$ cat config.mk
export PLATFORM = sky130hd
export DESIGN_NAME = cdr_regs
export DESIGN_NICKNAME = d
export VERILOG_FILES = /design/src/include/cdr_pkg.sv /design/src/include/cdr_cal_if.sv /design/src/hdl/cdr_cal.sv /design/src/hdl/cdr_regs.sv
export VERILOG_INCLUDE_DIRS = /design/src /design/src/include
export SDC_FILE = /design/constraint.sdc
export NUM_CORES = 1
export LEC_CHECK = 0
export BUFFER_PORTS_ARGS = -buffer_cell sky130_fd_sc_hd__buf_2
export CAP_MARGIN = 0
export CELL_PAD_IN_SITES_DETAIL_PLACEMENT = 0
export CELL_PAD_IN_SITES_GLOBAL_PLACEMENT = 1
export CORE_MARGIN = 2
export CORE_UTILIZATION = 45
export DETAILED_ROUTE_END_ITERATION = 10
export GPL_TIMING_DRIVEN = 0
export PLACE_DENSITY_LB_ADDON = 0.25
export SLEW_MARGIN = 10
export SYNTH_ARGS = -nofsm -noshare
export SYNTH_HDL_FRONTEND = slang
export SYNTH_SLANG_ARGS = --single-unit
$ cat constraint.sdc
create_clock -name i_mclk -period 7.6 [get_ports i_mclk]
set_clock_uncertainty 0.15 [all_clocks]
set_input_delay 0.38 -clock i_mclk [delete_from_list [all_inputs] [get_ports i_mclk]]
set_output_delay 0.38 -clock i_mclk [all_outputs]
set_load 0.05 [all_outputs]
$ cat src/include/cdr_map.svh
// register offsets, field positions and reset values of the dac register bank
`ifndef CDR_MAP_SVH
`define CDR_MAP_SVH

// ----------------------------------------------------------------
// frame layout
// ----------------------------------------------------------------
`define CDR_FRAME_W       24
`define CDR_ADDR_MSB      23
`define CDR_ADDR_LSB      16
`define CDR_DATA_MSB      15
`define CDR_CNT_W         5

// ----------------------------------------------------------------
// write addresses
// ----------------------------------------------------------------
`define CDR_ADDR_NOP      8'h00
`define CDR_ADDR_DATA     8'h01
`define CDR_ADDR_READ     8'h02
`define CDR_ADDR_RESET    8'h56
`define CDR_ADDR_CONFIG   8'h57
`define CDR_ADDR_GAIN     8'h58
`define CDR_ADDR_ZERO     8'h59

// ----------------------------------------------------------------
// readback selects, low bits of a read frame's data
// ----------------------------------------------------------------
`define CDR_RD_SEL_W      3
`define CDR_RD_STATUS     3'h0
`define CDR_RD_DATA       3'h1
`define CDR_RD_CONFIG     3'h2
`define CDR_RD_GAIN       3'h3
`define CDR_RD_ZERO       3'h4

// ----------------------------------------------------------------
// field positions
// ----------------------------------------------------------------
`define CDR_RST_BIT       0
`define CDR_CALIBRATION_ENABLE_BIT     5
`define CDR_ST_CRC        4
`define CDR_ST_WD         3
`define CDR_ST_LOAD       2
`define CDR_ST_SLEW       1
`define CDR_ST_TEMP       0

// ----------------------------------------------------------------
// reset values, masks and calibration constants
// ----------------------------------------------------------------
`define CDR_WORD_RST      16'h0000
`define CDR_FRAME_RST     24'h000000
`define CDR_MASK_16B      16'hFFFF
`define CDR_MASK_12B      16'hFFF0
`define CDR_GAIN_BIAS     17'h08000
`define CDR_CODE_MAX      16'hFFFF

`endif

$ cat src/include/cdr_pkg.sv
// shared types of the dac register bank
`default_nettype none
package cdr_pkg;
    typedef logic [15:0] cdr_word_t;
    typedef logic [23:0] cdr_frame_t;
    typedef logic [7:0]  cdr_addr_t;
    typedef logic [4:0]  cdr_status_t;
endpackage : cdr_pkg
`default_nettype wire

$ cat src/include/cdr_cal_if.sv
// carrier between the register bank and the calibration datapath
`timescale 1ns/1ps
`default_nettype none
interface cdr_cal_if;
    import cdr_pkg::*;
    cdr_word_t code;
    cdr_word_t gain;
    cdr_word_t offset;
    logic      calibration_enable;
    cdr_word_t cal_code;
    modport regs (output code, output gain, output offset, output calibration_enable, input cal_code);
    modport cal  (input code, input gain, input offset, input calibration_enable, output cal_code);
endinterface : cdr_cal_if
`default_nettype wire

$ cat src/hdl/cdr_cal.sv
// calibration datapath: gain and offset trim applied to the output code
`timescale 1ns/1ps
`default_nettype none
`include "cdr_map.svh"
module cdr_cal (
    input  wire logic i_mclk,
    input  wire logic i_rst_n,
    cdr_cal_if.cal    bus
);
    import cdr_pkg::*;

    logic [32:0] prod;
    logic [18:0] sum;
    cdr_word_t   cal_nxt;
    cdr_word_t   cal_code_r;

    // scaled code plus signed offset, clamped to the code range
    always_comb begin
        prod = 33'(bus.code) * 33'(17'(bus.gain) + `CDR_GAIN_BIAS);
        sum  = {2'b00, prod[32:16]} + {{3{bus.offset[15]}}, bus.offset};
        if (sum[18]) begin
            cal_nxt = `CDR_WORD_RST;               // below zero
        end else if (sum[17:16] != 2'b00) begin
            cal_nxt = `CDR_CODE_MAX;               // above full scale
        end else begin
            cal_nxt = sum[15:0];
        end
    end

    // registered code, raw when calibration is off
    always_ff @(posedge i_mclk) begin
        if (!i_rst_n) begin
            cal_code_r <= `CDR_WORD_RST;
        end else if (bus.calibration_enable) begin
            cal_code_r <= cal_nxt;
        end else begin
            cal_code_r <= bus.code;
        end
    end

    assign bus.cal_code = cal_code_r;
endmodule : cdr_cal
`default_nettype wire

$ cat src/hdl/cdr_regs.sv
// register bank of a current output dac with serial access and alarm status
//
// Summary of operation
// output code is 16-bit unsigned binary, cleared to zero at reset
// gain trim is 16-bit unsigned, cleared to zero at reset
// offset trim is 16-bit twos complement, cleared to zero at reset
// software reset register sits at write address 0x56
// writing one to its bit 0 restores all registers and alarm flags
// the reset bit clears itself once the reset is done
// upper fifteen bits of the reset register have no effect
// status register is read only with four alarms and a slew bit
// status bits 15 to 5 read as zero
// bit 4 shows a frame that failed its crc check
// bit 3 shows an expired watchdog
// bit 2 shows open circuit or compliance fault on the output
// bit 1 shows the output code is ramping
// bit 0 shows die temperature above 142 C
// output and temperature monitors are watched every cycle
// a flag stays set until its cause goes or a reset
// a cleared flag sets again next cycle if the fault persists
// calibration enable applies gain and offset trim to the code
// twelve-bit variant keeps bits 15 to 4, low bits read zero
// reading status returns current flags and clears none
`timescale 1ns/1ps
`default_nettype none
`include "cdr_map.svh"
module cdr_regs #(
    parameter bit P_TWELVE_BIT = 1'b0
) (
    input  wire logic          i_mclk,
    input  wire logic          i_rst_n,
    // serial port, sampled on the system clock
    input  wire logic          i_sclk,
    input  wire logic          i_din,
    input  wire logic          i_latch,
    output logic               o_sdo,
    // fault monitors
    input  wire logic          i_crc_err,
    input  wire logic          i_wd_expired,
    input  wire logic          i_load_fault,
    input  wire logic          i_slewing,
    input  wire logic          i_over_temp,
    // outputs to the converter core
    output cdr_pkg::cdr_word_t  o_output_code,
    output logic               o_calibration_enable,
    output logic               o_soft_reset,
    output cdr_pkg::cdr_status_t o_fault_status
);
    import cdr_pkg::*;

    // ----------------------------------------------------------------
    // declarations
    // ----------------------------------------------------------------
    logic        sclk_q;
    logic        latch_q;
    logic        sclk_rise;
    logic        sclk_fall;
    logic        latch_rise;
    cdr_frame_t  in_sh_r;
    cdr_frame_t  out_sh_r;
    cdr_frame_t  out_sh_nxt;
    logic        sdo_r;
    logic        frame_wr;
    cdr_addr_t   frame_addr;
    cdr_word_t   frame_data;
    cdr_word_t   wr_mask;
    cdr_word_t   wr_data;
    logic        soft_rst_r;
    logic        clr_all;
    cdr_word_t   output_code_r;
    cdr_word_t   gain_trim_r;
    cdr_word_t   offset_trim_r;
    logic        calibration_enable_r;
    logic        frame_crc_fault_r;
    logic        watchdog_fault_r;
    logic        output_load_fault_r;
    logic        slewing_active_r;
    logic        over_temp_fault_r;
    cdr_status_t status;
    cdr_word_t   status_word;
    cdr_word_t   config_word;
    cdr_word_t   rd_word;

    cdr_cal_if   cal_bus ();

    // ----------------------------------------------------------------
    // serial pin edges
    // ----------------------------------------------------------------

    // previous samples of clock and latch pins
    always_ff @(posedge i_mclk) begin
        if (!i_rst_n) begin
            sclk_q  <= 1'b0;
            latch_q <= 1'b0;
        end else begin
            sclk_q  <= i_sclk;
            latch_q <= i_latch;
        end
    end

    // one-cycle edge strobes
    // both pins idle low and the samples reset low, so no false edge
    // appears when reset lifts; a pin need hold each level only one cycle
    assign sclk_rise  = i_sclk & ~sclk_q;
    assign sclk_fall  = ~i_sclk & sclk_q;
    assign latch_rise = i_latch & ~latch_q;

    // ----------------------------------------------------------------
    // frame capture
    // ----------------------------------------------------------------

    // input shifter, msb first on rising serial clock
    // clock edges seen while the latch is high are dropped, and a frame
    // longer than 24 bits keeps only its last 24
    always_ff @(posedge i_mclk) begin
        if (!i_rst_n) begin
            in_sh_r <= `CDR_FRAME_RST;
        end else if (sclk_rise && !i_latch) begin
            in_sh_r <= {in_sh_r[`CDR_FRAME_W-2:0], i_din};
        end
    end

    // a frame is acted on when the latch pin rises
    // the strobe is combinational, so the write lands on the very edge
    // at which the raised latch is first seen
    assign frame_wr   = latch_rise;
    assign frame_addr = in_sh_r[`CDR_ADDR_MSB:`CDR_ADDR_LSB];
    assign frame_data = in_sh_r[`CDR_DATA_MSB:0];

    // twelve-bit variant drops the low nibble of written data
    // the stored nibble stays zero, so readback needs no second mask
    assign wr_mask = P_TWELVE_BIT ? `CDR_MASK_12B : `CDR_MASK_16B;
    assign wr_data = frame_data & wr_mask;

    // ----------------------------------------------------------------
    // software reset
    // ----------------------------------------------------------------

    // reset bit sets for one cycle only, upper bits are ignored
    // the latch strobe lasts one cycle, so a latch held high cannot
    // repeat the reset; nothing is left for the host to clear
    always_ff @(posedge i_mclk) begin
        if (!i_rst_n) begin
            soft_rst_r <= 1'b0;
        end else begin
            soft_rst_r <= frame_wr
                          && (frame_addr == `CDR_ADDR_RESET)
                          && frame_data[`CDR_RST_BIT];
        end
    end

    // common clear for every register and flag
    // clear wins over a monitor that is still raised; such a flag comes
    // back one edge later
    assign clr_all      = soft_rst_r;
    assign o_soft_reset = soft_rst_r;

    // ----------------------------------------------------------------
    // data and trim registers
    // ----------------------------------------------------------------

    // output code, unsigned straight binary
    always_ff @(posedge i_mclk) begin
        if (!i_rst_n || clr_all) begin
            output_code_r <= `CDR_WORD_RST;
        end else if (frame_wr && frame_addr == `CDR_ADDR_DATA) begin
            output_code_r <= wr_data;
        end
    end

    // gain trim, unsigned
    always_ff @(posedge i_mclk) begin
        if (!i_rst_n || clr_all) begin
            gain_trim_r <= `CDR_WORD_RST;
        end else if (frame_wr && frame_addr == `CDR_ADDR_GAIN) begin
            gain_trim_r <= wr_data;
        end
    end

    // offset trim, twos complement
    always_ff @(posedge i_mclk) begin
        if (!i_rst_n || clr_all) begin
            offset_trim_r <= `CDR_WORD_RST;
        end else if (frame_wr && frame_addr == `CDR_ADDR_ZERO) begin
            offset_trim_r <= wr_data;
        end
    end

    // calibration enable, the only configuration bit kept here
    // the other configuration bits belong to blocks outside this bank
    always_ff @(posedge i_mclk) begin
        if (!i_rst_n || clr_all) begin
            calibration_enable_r <= 1'b0;
        end else if (frame_wr && frame_addr == `CDR_ADDR_CONFIG) begin
            calibration_enable_r <= frame_data[`CDR_CALIBRATION_ENABLE_BIT];
        end
    end

    // ----------------------------------------------------------------
    // alarm and slew status
    // ----------------------------------------------------------------
    // flags follow their monitors every cycle, so a fault still present
    // after a clear comes back on the very next edge

    // crc fault of the serial frame checker
    always_ff @(posedge i_mclk) begin
        if (!i_rst_n || clr_all) begin
            frame_crc_fault_r <= 1'b0;
        end else begin
            frame_crc_fault_r <= i_crc_err;
        end
    end

    // watchdog expiry
    always_ff @(posedge i_mclk) begin
        if (!i_rst_n || clr_all) begin
            watchdog_fault_r <= 1'b0;
        end else begin
            watchdog_fault_r <= i_wd_expired;
        end
    end

    // open circuit or compliance violation on the output
    always_ff @(posedge i_mclk) begin
        if (!i_rst_n || clr_all) begin
            output_load_fault_r <= 1'b0;
        end else begin
            output_load_fault_r <= i_load_fault;
        end
    end

    // code ramp in progress
    always_ff @(posedge i_mclk) begin
        if (!i_rst_n || clr_all) begin
            slewing_active_r <= 1'b0;
        end else begin
            slewing_active_r <= i_slewing;
        end
    end

    // die over temperature from the thermal comparator
    always_ff @(posedge i_mclk) begin
        if (!i_rst_n || clr_all) begin
            over_temp_fault_r <= 1'b0;
        end else begin
            over_temp_fault_r <= i_over_temp;
        end
    end

    // status word, read only, upper bits zero
    // no write path reaches it, so a frame aimed at it changes nothing
    always_comb begin
        status                = '0;
        status[`CDR_ST_CRC]   = frame_crc_fault_r;
        status[`CDR_ST_WD]    = watchdog_fault_r;
        status[`CDR_ST_LOAD]  = output_load_fault_r;
        status[`CDR_ST_SLEW]  = slewing_active_r;
        status[`CDR_ST_TEMP]  = over_temp_fault_r;
        status_word           = {11'h000, status};
    end

    assign o_fault_status = status;

    // ----------------------------------------------------------------
    // readback
    // ----------------------------------------------------------------

    // configuration word with only the enable bit populated
    always_comb begin
        config_word                 = `CDR_WORD_RST;
        config_word[`CDR_CALIBRATION_ENABLE_BIT] = calibration_enable_r;
    end

    // register chosen by the read frame
    // an unknown select returns zero rather than a stale word
    always_comb begin
        case (frame_data[`CDR_RD_SEL_W-1:0])
            `CDR_RD_STATUS: rd_word = status_word;
            `CDR_RD_DATA:   rd_word = output_code_r;
            `CDR_RD_CONFIG: rd_word = config_word;
            `CDR_RD_GAIN:   rd_word = gain_trim_r;
            `CDR_RD_ZERO:   rd_word = offset_trim_r;
            default:        rd_word = `CDR_WORD_RST;
        endcase
    end

    // next output shifter contents
    // a read frame loads the word at its latch edge and the host clocks it
    // out with the next frame, msb first, one bit per falling serial clock;
    // any other frame loads zeros so stale data never leaks out
    always_comb begin
        out_sh_nxt = out_sh_r;
        if (frame_wr) begin
            if (frame_addr == `CDR_ADDR_READ) begin
                out_sh_nxt = {8'h00, rd_word};
            end else begin
                out_sh_nxt = `CDR_FRAME_RST;
            end
        end else if (sclk_fall && !i_latch) begin
            out_sh_nxt = {out_sh_r[`CDR_FRAME_W-2:0], 1'b0};
        end
    end

    // output shifter, loaded at latch and shifted on falling clock
    always_ff @(posedge i_mclk) begin
        if (!i_rst_n || clr_all) begin
            out_sh_r <= `CDR_FRAME_RST;
        end else begin
            out_sh_r <= out_sh_nxt;
        end
    end

    // serial data out, msb of the shifter
    // taken from the next shifter value so the pin moves with the shifter
    always_ff @(posedge i_mclk) begin
        if (!i_rst_n || clr_all) begin
            sdo_r <= 1'b0;
        end else begin
            sdo_r <= out_sh_nxt[`CDR_FRAME_W-1];
        end
    end

    assign o_sdo = sdo_r;

    // ----------------------------------------------------------------
    // calibration datapath
    // ----------------------------------------------------------------

    // register contents to the calibration stage
    assign cal_bus.code   = output_code_r;
    assign cal_bus.gain   = gain_trim_r;
    assign cal_bus.offset = offset_trim_r;
    assign cal_bus.calibration_enable  = calibration_enable_r;

    // scaling and offset of the output code
    cdr_cal u_cal (
        .i_mclk  (i_mclk),
        .i_rst_n (i_rst_n),
        .bus     (cal_bus.cal)
    );

    // code delivered to the converter core
    // it lags the data register by one cycle through the calibration stage
    assign o_output_code        = cal_bus.cal_code;
    assign o_calibration_enable = calibration_enable_r;

endmodule : cdr_regs
`default_nettype wire

======== After elaboration in Yosys (flattened, before gate mapping) ========
Index checks and enable logic that the tools add are counted.
word-level totals
  register bits after elaboration ......... 121
  bits of input ports ..................... 10
  output and inout bits ................... 24
  word-level logic and storage cells ...... 56
cells by class
  $add $sub $neg .......................... 2
  $mul .................................... 1
  eq/ne operators ......................... 10
  muxes and demuxes ....................... 7
  bitwise gates (word level) .............. 6
  reductions and logical operators ........ 14
operators by type and width
  kind                    count
  $pmux 16 s5             1
  $mux 16                 4
  $mux 24                 2
  $mul 16x33->33          1
  $eq 8x7->1 const B      4
  $add 18x16->19          1
  $add 16x16->17 const B  1
  $eq 8x1->1 const B      1
  $eq 8x2->1 const B      1
  $logic_and 1x1->1       8
  $eq 3x2->1 const B      2
  $reduce_bool 2->1       2
  $and 1x1->1             3
  $eq 3x1->1 const B      1
  $eq 3x3->1 const B      1
  $logic_not 3->1         1
  $not 1->1               3
  $logic_not 1->1         2
  $logic_or 1x1->1        1

======== Depth between registers and ports, before layout ========
Gate-level depths: netlist of the first run.
  word-level depth ........................ 7
  depth in mapped cells ................... 35
  mapped depth without buffers ............ 33

======== By module ========
A second synthesis of the first run with hierarchy kept.
unflattened totals
  cell total of the unflattened synthesis .. 1594
  area, all modules ....................... 14343.8 sq um
by module, submodules not included
  module    instances  cells each  area an instance (sq um)  seq. area each (sq um)
  cdr_cal   1          1125        9882.0                    320.3
  cdr_regs  1          469         4461.8                    2102.0

======== Worst setup path after synthesis of the first run ========
Ideal clock, no wire load.
  kind .................................... register to register
  start ................................... register output_code_r[1] (netlist: cal_bus.code[1])
  end ..................................... register u_cal.cal_code_r[4] (netlist: u_cal.bus.cal_code[4])
  library setup time ...................... 0.124 ns
  data arrival time ....................... 7.436 ns
  data required time ...................... 7.326 ns
  setup slack ............................. -0.109 ns
  cell stages (with the launch flop) ...... 32
  path buffers ............................ 3
  period minus slack after synthesis ...... 7.709 ns
  path through ............................ dfxtp_1 clkbuf_1 clkbuf_1 nand2_1 fa_1 fa_1 fa_1 inv_1 fa_1 fa_1 inv_1 fa_1 inv_1 ha_1 nand2_1 nor2_1 nand3_1 a41oi_1 a31o_2 a21oi_1 o41ai_1 xor2_1 ha_1 a21oi_1 o21ai_0 a31oi_1 o21ai_1 a211oi_1 nor3b_1 o31ai_2 buf_4 a21oi_1
on the way
  cells in the longest elaborated chain, start to end .. 6
ends and longest elaborated chain
  item                      line             text
  start: declaration        cdr_regs.sv:70   cdr_word_t output_code_r;
  start signal: assignment  cdr_regs.sv:165  output_code_r <= `CDR_WORD_RST;
  start signal: assignment  cdr_regs.sv:167  output_code_r <= wr_data;
  $mul 16x33->33 *          cdr_cal.sv:19    prod = 33'(bus.code) * 33'(17'(bus.gain) + `CDR_GAIN_BIAS);
  $add 18x16->19 *          cdr_cal.sv:20    sum = {2'b00, prod[32:16]} + {{3{bus.offset[15]}}, bus.offset};
  $reduce_bool 2->1         cdr_cal.sv:23    end else if (sum[17:16] != 2'b00) begin
  $mux 16                   cdr_cal.sv:23
  $mux 16 *                 cdr_cal.sv:21    if (sum[18]) begin
  $mux 16 *                 cdr_cal.sv:34    end else if (bus.calibration_enable) begin
  end signal: assignment    cdr_cal.sv:33    cal_code_r <= `CDR_WORD_RST;
  end signal: assignment    cdr_cal.sv:35    cal_code_r <= cal_nxt;
  end signal: assignment    cdr_cal.sv:37    cal_code_r <= bus.code;
  end: declaration          cdr_cal.sv:15    cdr_word_t cal_code_r;
Every way passes the cells marked *; elsewhere a longest branch is shown, timed or not.
A chain may end at the register's enable or synchronous reset.

======== Worst setup path in the final report of the first run ========
  start ................................... register output_code_r[1] (netlist: cal_bus.code[1])
  end ..................................... register u_cal.cal_code_r[7] (netlist: u_cal.bus.cal_code[7])
Same word-level chain as after synthesis.

==> impl_metrics.toml, run 1 <==
[status]
status = "finished, violations left"
violations = "setup timing"

[die]
initial_core_util = 0.456
coreArea_mm2 = 0.0316
ios = 34
die_y_um = 183
placementRows = 65
die-area_mm2 = 0.0335
die_x_um = 183

[critical_path]
cp_slowest_cell = "fa_2"
cp_top_family = "adder cells"
critPathRequiredTime_ns = 7.73
worstSetupEndpointType = "register"
start_kind = "register"
worstSetupPathType = "register to register"
path_buf_inv = 6
critical_path.max_stage_delay_ns = 0.61
crit_arrival_ns = 7.94
crit_top_cell = "fa_1"
crit_fanout = 10

[route]
detail-route-antenna-nets = 0
wire_per_inst_um = 19.5
drtIter0Drc = 803
via_count = 12040
routed_via_density = 5.37
wl_um = 43700
drtPass1Iterations = 5
drcViolationCount = 0

[clocking]
h-tree-depth = 4
path_clk_slew_ns = 0.06
clk_latency_ns = 0.42
clock-sinks = 121
cts_buffers = 17
cts_buffer_depth = 2
cts_root_buffer = "clkbuf_16"
cts_tree = "built"

[placed_design]
place_ws_ns = -1.85
post_dp_cell_area_mm2 = 0.0151
dp.cells = 2160
gp_congestion = 0.919
dpl.hpwl_um = 32800
io_buffers = 33

[timing]
setup_slack_ns = -0.206
rsz0062_at_grt = "yes"
finalSetupTns_ns = -2.98
hold_viol = 0
max_freq_mhz = 128
period_share = 1.03
maxSlewViolCount = 0
setup_viol = 16
worstMarginPinSlew_ns = 0.822
relSlewSlack = 0.451
period_needed_ns = 7.81

[global_route]
grt_pass1_wl_um = 69200
grt_max_degree = 17
grt.met3_usage = 0.0443
track_usage = 0.271
antenna_found_initial = 2
grt_pass1_vias = 12428
grtUsageMet2 = 0.446
grt_overflow = 0
grt.met1_usage = 0.364
grt.busiest_layer = "met2"

[synth]
yosysMostFrequentCell = "nand2_1"
ys_types = 66
synth.top_cells.by_count = "nand2_1 (313), inv_1 (245), fa_1 (208)"
synth.largest_area_cell = "fa_1"
synth_area_per_cell_um2 = 8.36
netlist_top_cells_area = "fa_1 (29%), dfxtp_1 (17%), ha_1 (10%), nand2_1 (8.2%), inv_1 (6.4%)"
ys_async_sr_fraction = 0
ys.flop_type = "dfxtp_1"
synth_warnings = 0
syn_inst = 1723
synth_edf_count = 0
synth_top_area_frac = 0.289
synth_seq_cells = 121
yosysSeqAreaShare = 0.168
synth_area_mm2 = 0.0144

[power]
ir_drop_uv = 125
p_leak_nw = 7.76
p_per_area_mw_per_mm2 = 91.4

[final_layout]
n_fill_cell = 3003
nets = 2162
fin_area_mm2 = 0.0170
multiInputGateArea_mm2 = 0.0111
utilization = 0.540
insertedDiodeCount = 0
area_delta_synth_final_pct = 18.4
drive_gt1_frac = 0.157
regArea_mm2 = 0.00247
final_cells = 2244

[hold_path]
hp-class = "input pin to register"

[run]
maxCapViolCount = 0
==> layout make-up <==
type	count	area share
buffer	95	0.0451
clock buffer	19	0.0260
clock inverter	13	0.00991
inverter	246	0.0542
multi-input combinational	1253	0.651
sequential	121	0.145
tap	402	0.0295
timing repair buffer	95	0.0393
==> logic make-up (layout without fill, tap and decap cells) <==
logic type / Yosys count / count (layout) / share of synthesized area
simple gates: 586 / 586 / 0.187
buf+inv: 351 / 468 / 0.0936
fa+ha+maj: 323 / 323 / 0.389
compound gates: 270 / 270 / 0.115
flops: 121 / 121 / 0.168
mux: 40 / 40 / 0.0281
xor+xnor: 30 / 30 / 0.0182
other cells: 2 / 4 / 0.000521
==> power by group <==
part / switching [mW] / internal, mW
Sequential: 0.00379 / 0.639
Clock: 0.319 / 0.528
Combinational: 0.0475 / 0.0219
==> placed cells by master, fill, tap and decap left out, drive strengths merged, types with 4 or more instances in the layout <==
cell type	count
dfxtp	121
xor2	10
ha	115
o22ai	7
o21ai	60
inv	247
clkbuf	89
o31ai	12
nand2	313
a211o	4
a31oi	6
xnor2	20
o21a	7
a211oi	4
and2	114
nor2b	18
nand2b	22
mux2i	37
nor3	8
fa	208
nor2	71
a21oi	127
conb	4
buf	119
nand4	4
o211ai	11
clkinv	8
a21o	12
nand3	18
==> worst reg2reg max path, delay by kind of cell, from the launching register on <==
family,cells,cell delay [ns]
AOI/OAI and AO/OA,8,1.51
xor gates and xnor gates,2,0.38
adders and majority gates,9,4.10
buffers and inverters,6,0.66
DFF,1,0.34
and+or+nand+nor,6,0.56
==> path summary, 6_finish.rpt <==
path	start	to	slack [ns]	cells past startpoint
setup reg to reg	cal_bus.code[1]$_SDFFE_PP0P_	u_cal.bus.cal_code[7]$_SDFF_PN0_	-0.21	31
setup / recovery	cal_bus.code[1]$_SDFFE_PP0P_	u_cal.bus.cal_code[7]$_SDFF_PN0_	-0.21	31
hold / removal	i_load_fault	output_load_fault_r$_SDFF_PP0_	0.008	2
hold reg to reg	latch_q$_SDFF_PN0_	o_soft_reset$_SDFF_PN0_	0.29	1
==> routing by layer <==
layer  wire length [um]  vias up  part of all wire
met3               2920       78             0.067
li1                   -     5635                 -
met5                  0        -                 0
met4               1390        0             0.032
met1              19000     5952              0.44
met2              20400      375              0.47
==> metrics by stage <==
step	hold slack, ns	total power [mW]
floorplan	0.251	0.705
global placement	0.269	0.725
detailed placement	0.274	0.726
CTS	0.00655	1.56
global route	0.00699	1.60
finish	0.00758	1.56
==> flip-flops by register name (all words and copies together) (netlist names) <==
signal	flops
cal_bus.code	16
cal_bus.gain	16
cal_bus.offset	16
frame_crc_fault_r	1
in_sh_r	24
latch_q	1
o_calibration_enable	1
o_sdo	1
o_soft_reset	1
out_sh_r	23
output_load_fault_r	1
over_temp_fault_r	1
sclk_q	1
slewing_active_r	1
u_cal.bus.cal_code	16
watchdog_fault_r	1
==> what timing repair did <==
item                                    CTS  global route
setup buffers                            42            17
resized for setup                       200            47
endpoints found under the setup margin   16            16
hold buffers                              1             0
cloned                                    0             2
endpoints found under the hold margin     1             0
pin swaps                                45            41
No activity file was read; power rests on OpenSTA's default activity.
==> run 2, diff against run 1 <==
BUFFER_PORTS_ARGS = default   (was -buffer_cell sky130_fd_sc_hd__buf_2)
CORE_UTILIZATION = 47   (was 45)
CTS_BUF_LIST = sky130_fd_sc_hd__clkbuf_8   (was default)
DONT_BUFFER_PORTS = 1   (was default)
==> impl_metrics.toml, run 2 (synthesis gave the netlist of run 1 again) <==
[status]
status = "finished, violations left"
violations = "setup timing"

[clocking]
cts_tree = "built"
clock-sinks = 121
cts_buffer_depth = 2
path_clk_slew_ns = 0.09
h-tree-depth = 4
cts_buffers = 17
clk_latency_ns = 0.46
cts_root_buffer = "clkbuf_8"

[placed_design]
io_buffers = 0
post_dp_cell_area_mm2 = 0.0149
dpl.hpwl_um = 32900
dp.cells = 2121
gp_congestion = 0.880

[timing]
period_share = 1.03
setup_slack_ns = -0.232
finalSetupTns_ns = -3.31
hold_viol = 0
maxSlewViolCount = 0
setup_viol = 16
period_needed_ns = 7.83
relSlewSlack = 0.430
rsz0062_at_grt = "yes"
whs_ns = 0.0685
max_freq_mhz = 128
worstMarginPinSlew_ns = 0.853

[route]
detail-route-antenna-nets = 0
wl_um = 43600
via_count = 11987
drtPass1Iterations = 5
met3_length_um = 2570
routed_via_density = 5.43
highest_layer = "met4"
wl_met2_um = 21000
drcViolationCount = 0
wire_per_inst_um = 19.8
drtIter0Drc = 733
wl_met1_um = 18600

[global_route]
grt_pass1_vias = 12397
grt_max_degree = 17
track_usage = 0.283
grt_overflow = 0
grt_pass1_wl_um = 68600
antenna_found_initial = 3

[run]
maxCapViolCount = 0

[final_layout]
mostFrequentLayoutCells = "nand2_1 (311), inv_1 (241), fa_1 (201)"
largestRegisters = "in_sh_r: 24 flops, out_sh_r: 23 flops"
regArea_mm2 = 0.00249
nets = 2130
n_fill_cell = 2813
multiInputGateArea_mm2 = 0.0112
fin_area_mm2 = 0.0168
largest_register_ff_count = 24
utilization = 0.553
layout_commonest_cell = "nand2_1"
drive_gt1_frac = 0.148
regMostFlops = "in_sh_r"
area_delta_synth_final_pct = 16.5
final_cells = 2207

[die]
coreArea_mm2 = 0.0303
die-area_mm2 = 0.0321
ios = 34
placementRows = 64
initial_core_util = 0.475
die_x_um = 179
die_y_um = 179

[power]
ir_drop_uv = 153
p_per_area_mw_per_mm2 = 76.3
p_leak_nw = 7.48

[critical_path]
crit_fanout = 10
start_kind = "register"
worstSetupEndpointType = "register"
crit_arrival_ns = 8.01
cp_slowest_cell = "fa_2"
worstSetupPathType = "register to register"
critical_path.max_stage_delay_ns = 0.59
crit_top_cell = "fa_1"
critPathRequiredTime_ns = 7.78

[hold_path]
hp-class = "input pin to register"
## run 2: critical path, delay by kind of cell (launching register included)
family / cells / cell delay (ns)
AND/OR/NAND/NOR: 5 / 0.72
XOR/XNOR: 1 / 0.10
buffers and inverters: 8 / 0.99
adder cells (fa/ha/maj): 8 / 3.80
flip-flops: 1 / 0.34
AO/OA/AOI/OAI: 9 / 1.59
## run 2: path summary, 6_finish.rpt
path / from / endpoint / slack (ns) / cells after the start
hold reg to reg: latch_q$_SDFF_PN0_ / o_soft_reset$_SDFF_PN0_ / 0.29 / 1
hold / removal: i_sclk / out_sh_r[19]$_SDFFE_PP0P_ / 0.07 / 3
setup reg to reg: cal_bus.gain[15]$_SDFFE_PP0P_ / u_cal.bus.cal_code[6]$_SDFF_PN0_ / -0.23 / 31
setup / recovery: cal_bus.gain[15]$_SDFFE_PP0P_ / u_cal.bus.cal_code[6]$_SDFF_PN0_ / -0.23 / 31
## run 2: timing repair
item | CTS | global route
gates resized for setup | 198 | 81
setup buffers | 40 | 14
pin swaps | 37 | 32
setup endpoints to repair | 16 | 16
hold endpoints to repair | 8 | 0
hold buffers | 8 | 0
cloned | 2 | 0
## run 2: power breakdown
part,internal [mW],switching [mW],total [mW]
registers,0.636,0.00383,0.640
clock network,0.244,0.327,0.570
logic,0.0223,0.0472,0.0695
total,0.902,0.378,1.28
## run 2: routing by layer
| metal | track usage | vias up |
|---|---|---|
| met4 | 0.0921 | 0 |
| met2 | 0.468 | 409 |
| met1 | 0.374 | 5923 |
| met3 | 0.0505 | 77 |
| met5 | 0 | - |
| li1 | - | 5578 |
## run 2: final cells by class
type                    instances  area share
diodes                          1    0.000149
plain buffers                  95      0.0449
clock buffers                  17      0.0139
clock inverters                15     0.00903
inverters                     246      0.0550
multi-input cells            1253       0.667
flip-flops and latches        121       0.148
well taps                     396      0.0295
repair buffers                 63      0.0319
## run 2: per-stage QoR
step | power [mW] | setup slack [ns]
after detailed placement | 0.722 | -1.84
after floorplan | 0.705 | 0.00220
after global placement | 0.722 | -1.83
final | 1.28 | -0.232
after CTS | 1.29 | -0.239
after global routing | 1.33 | -0.465
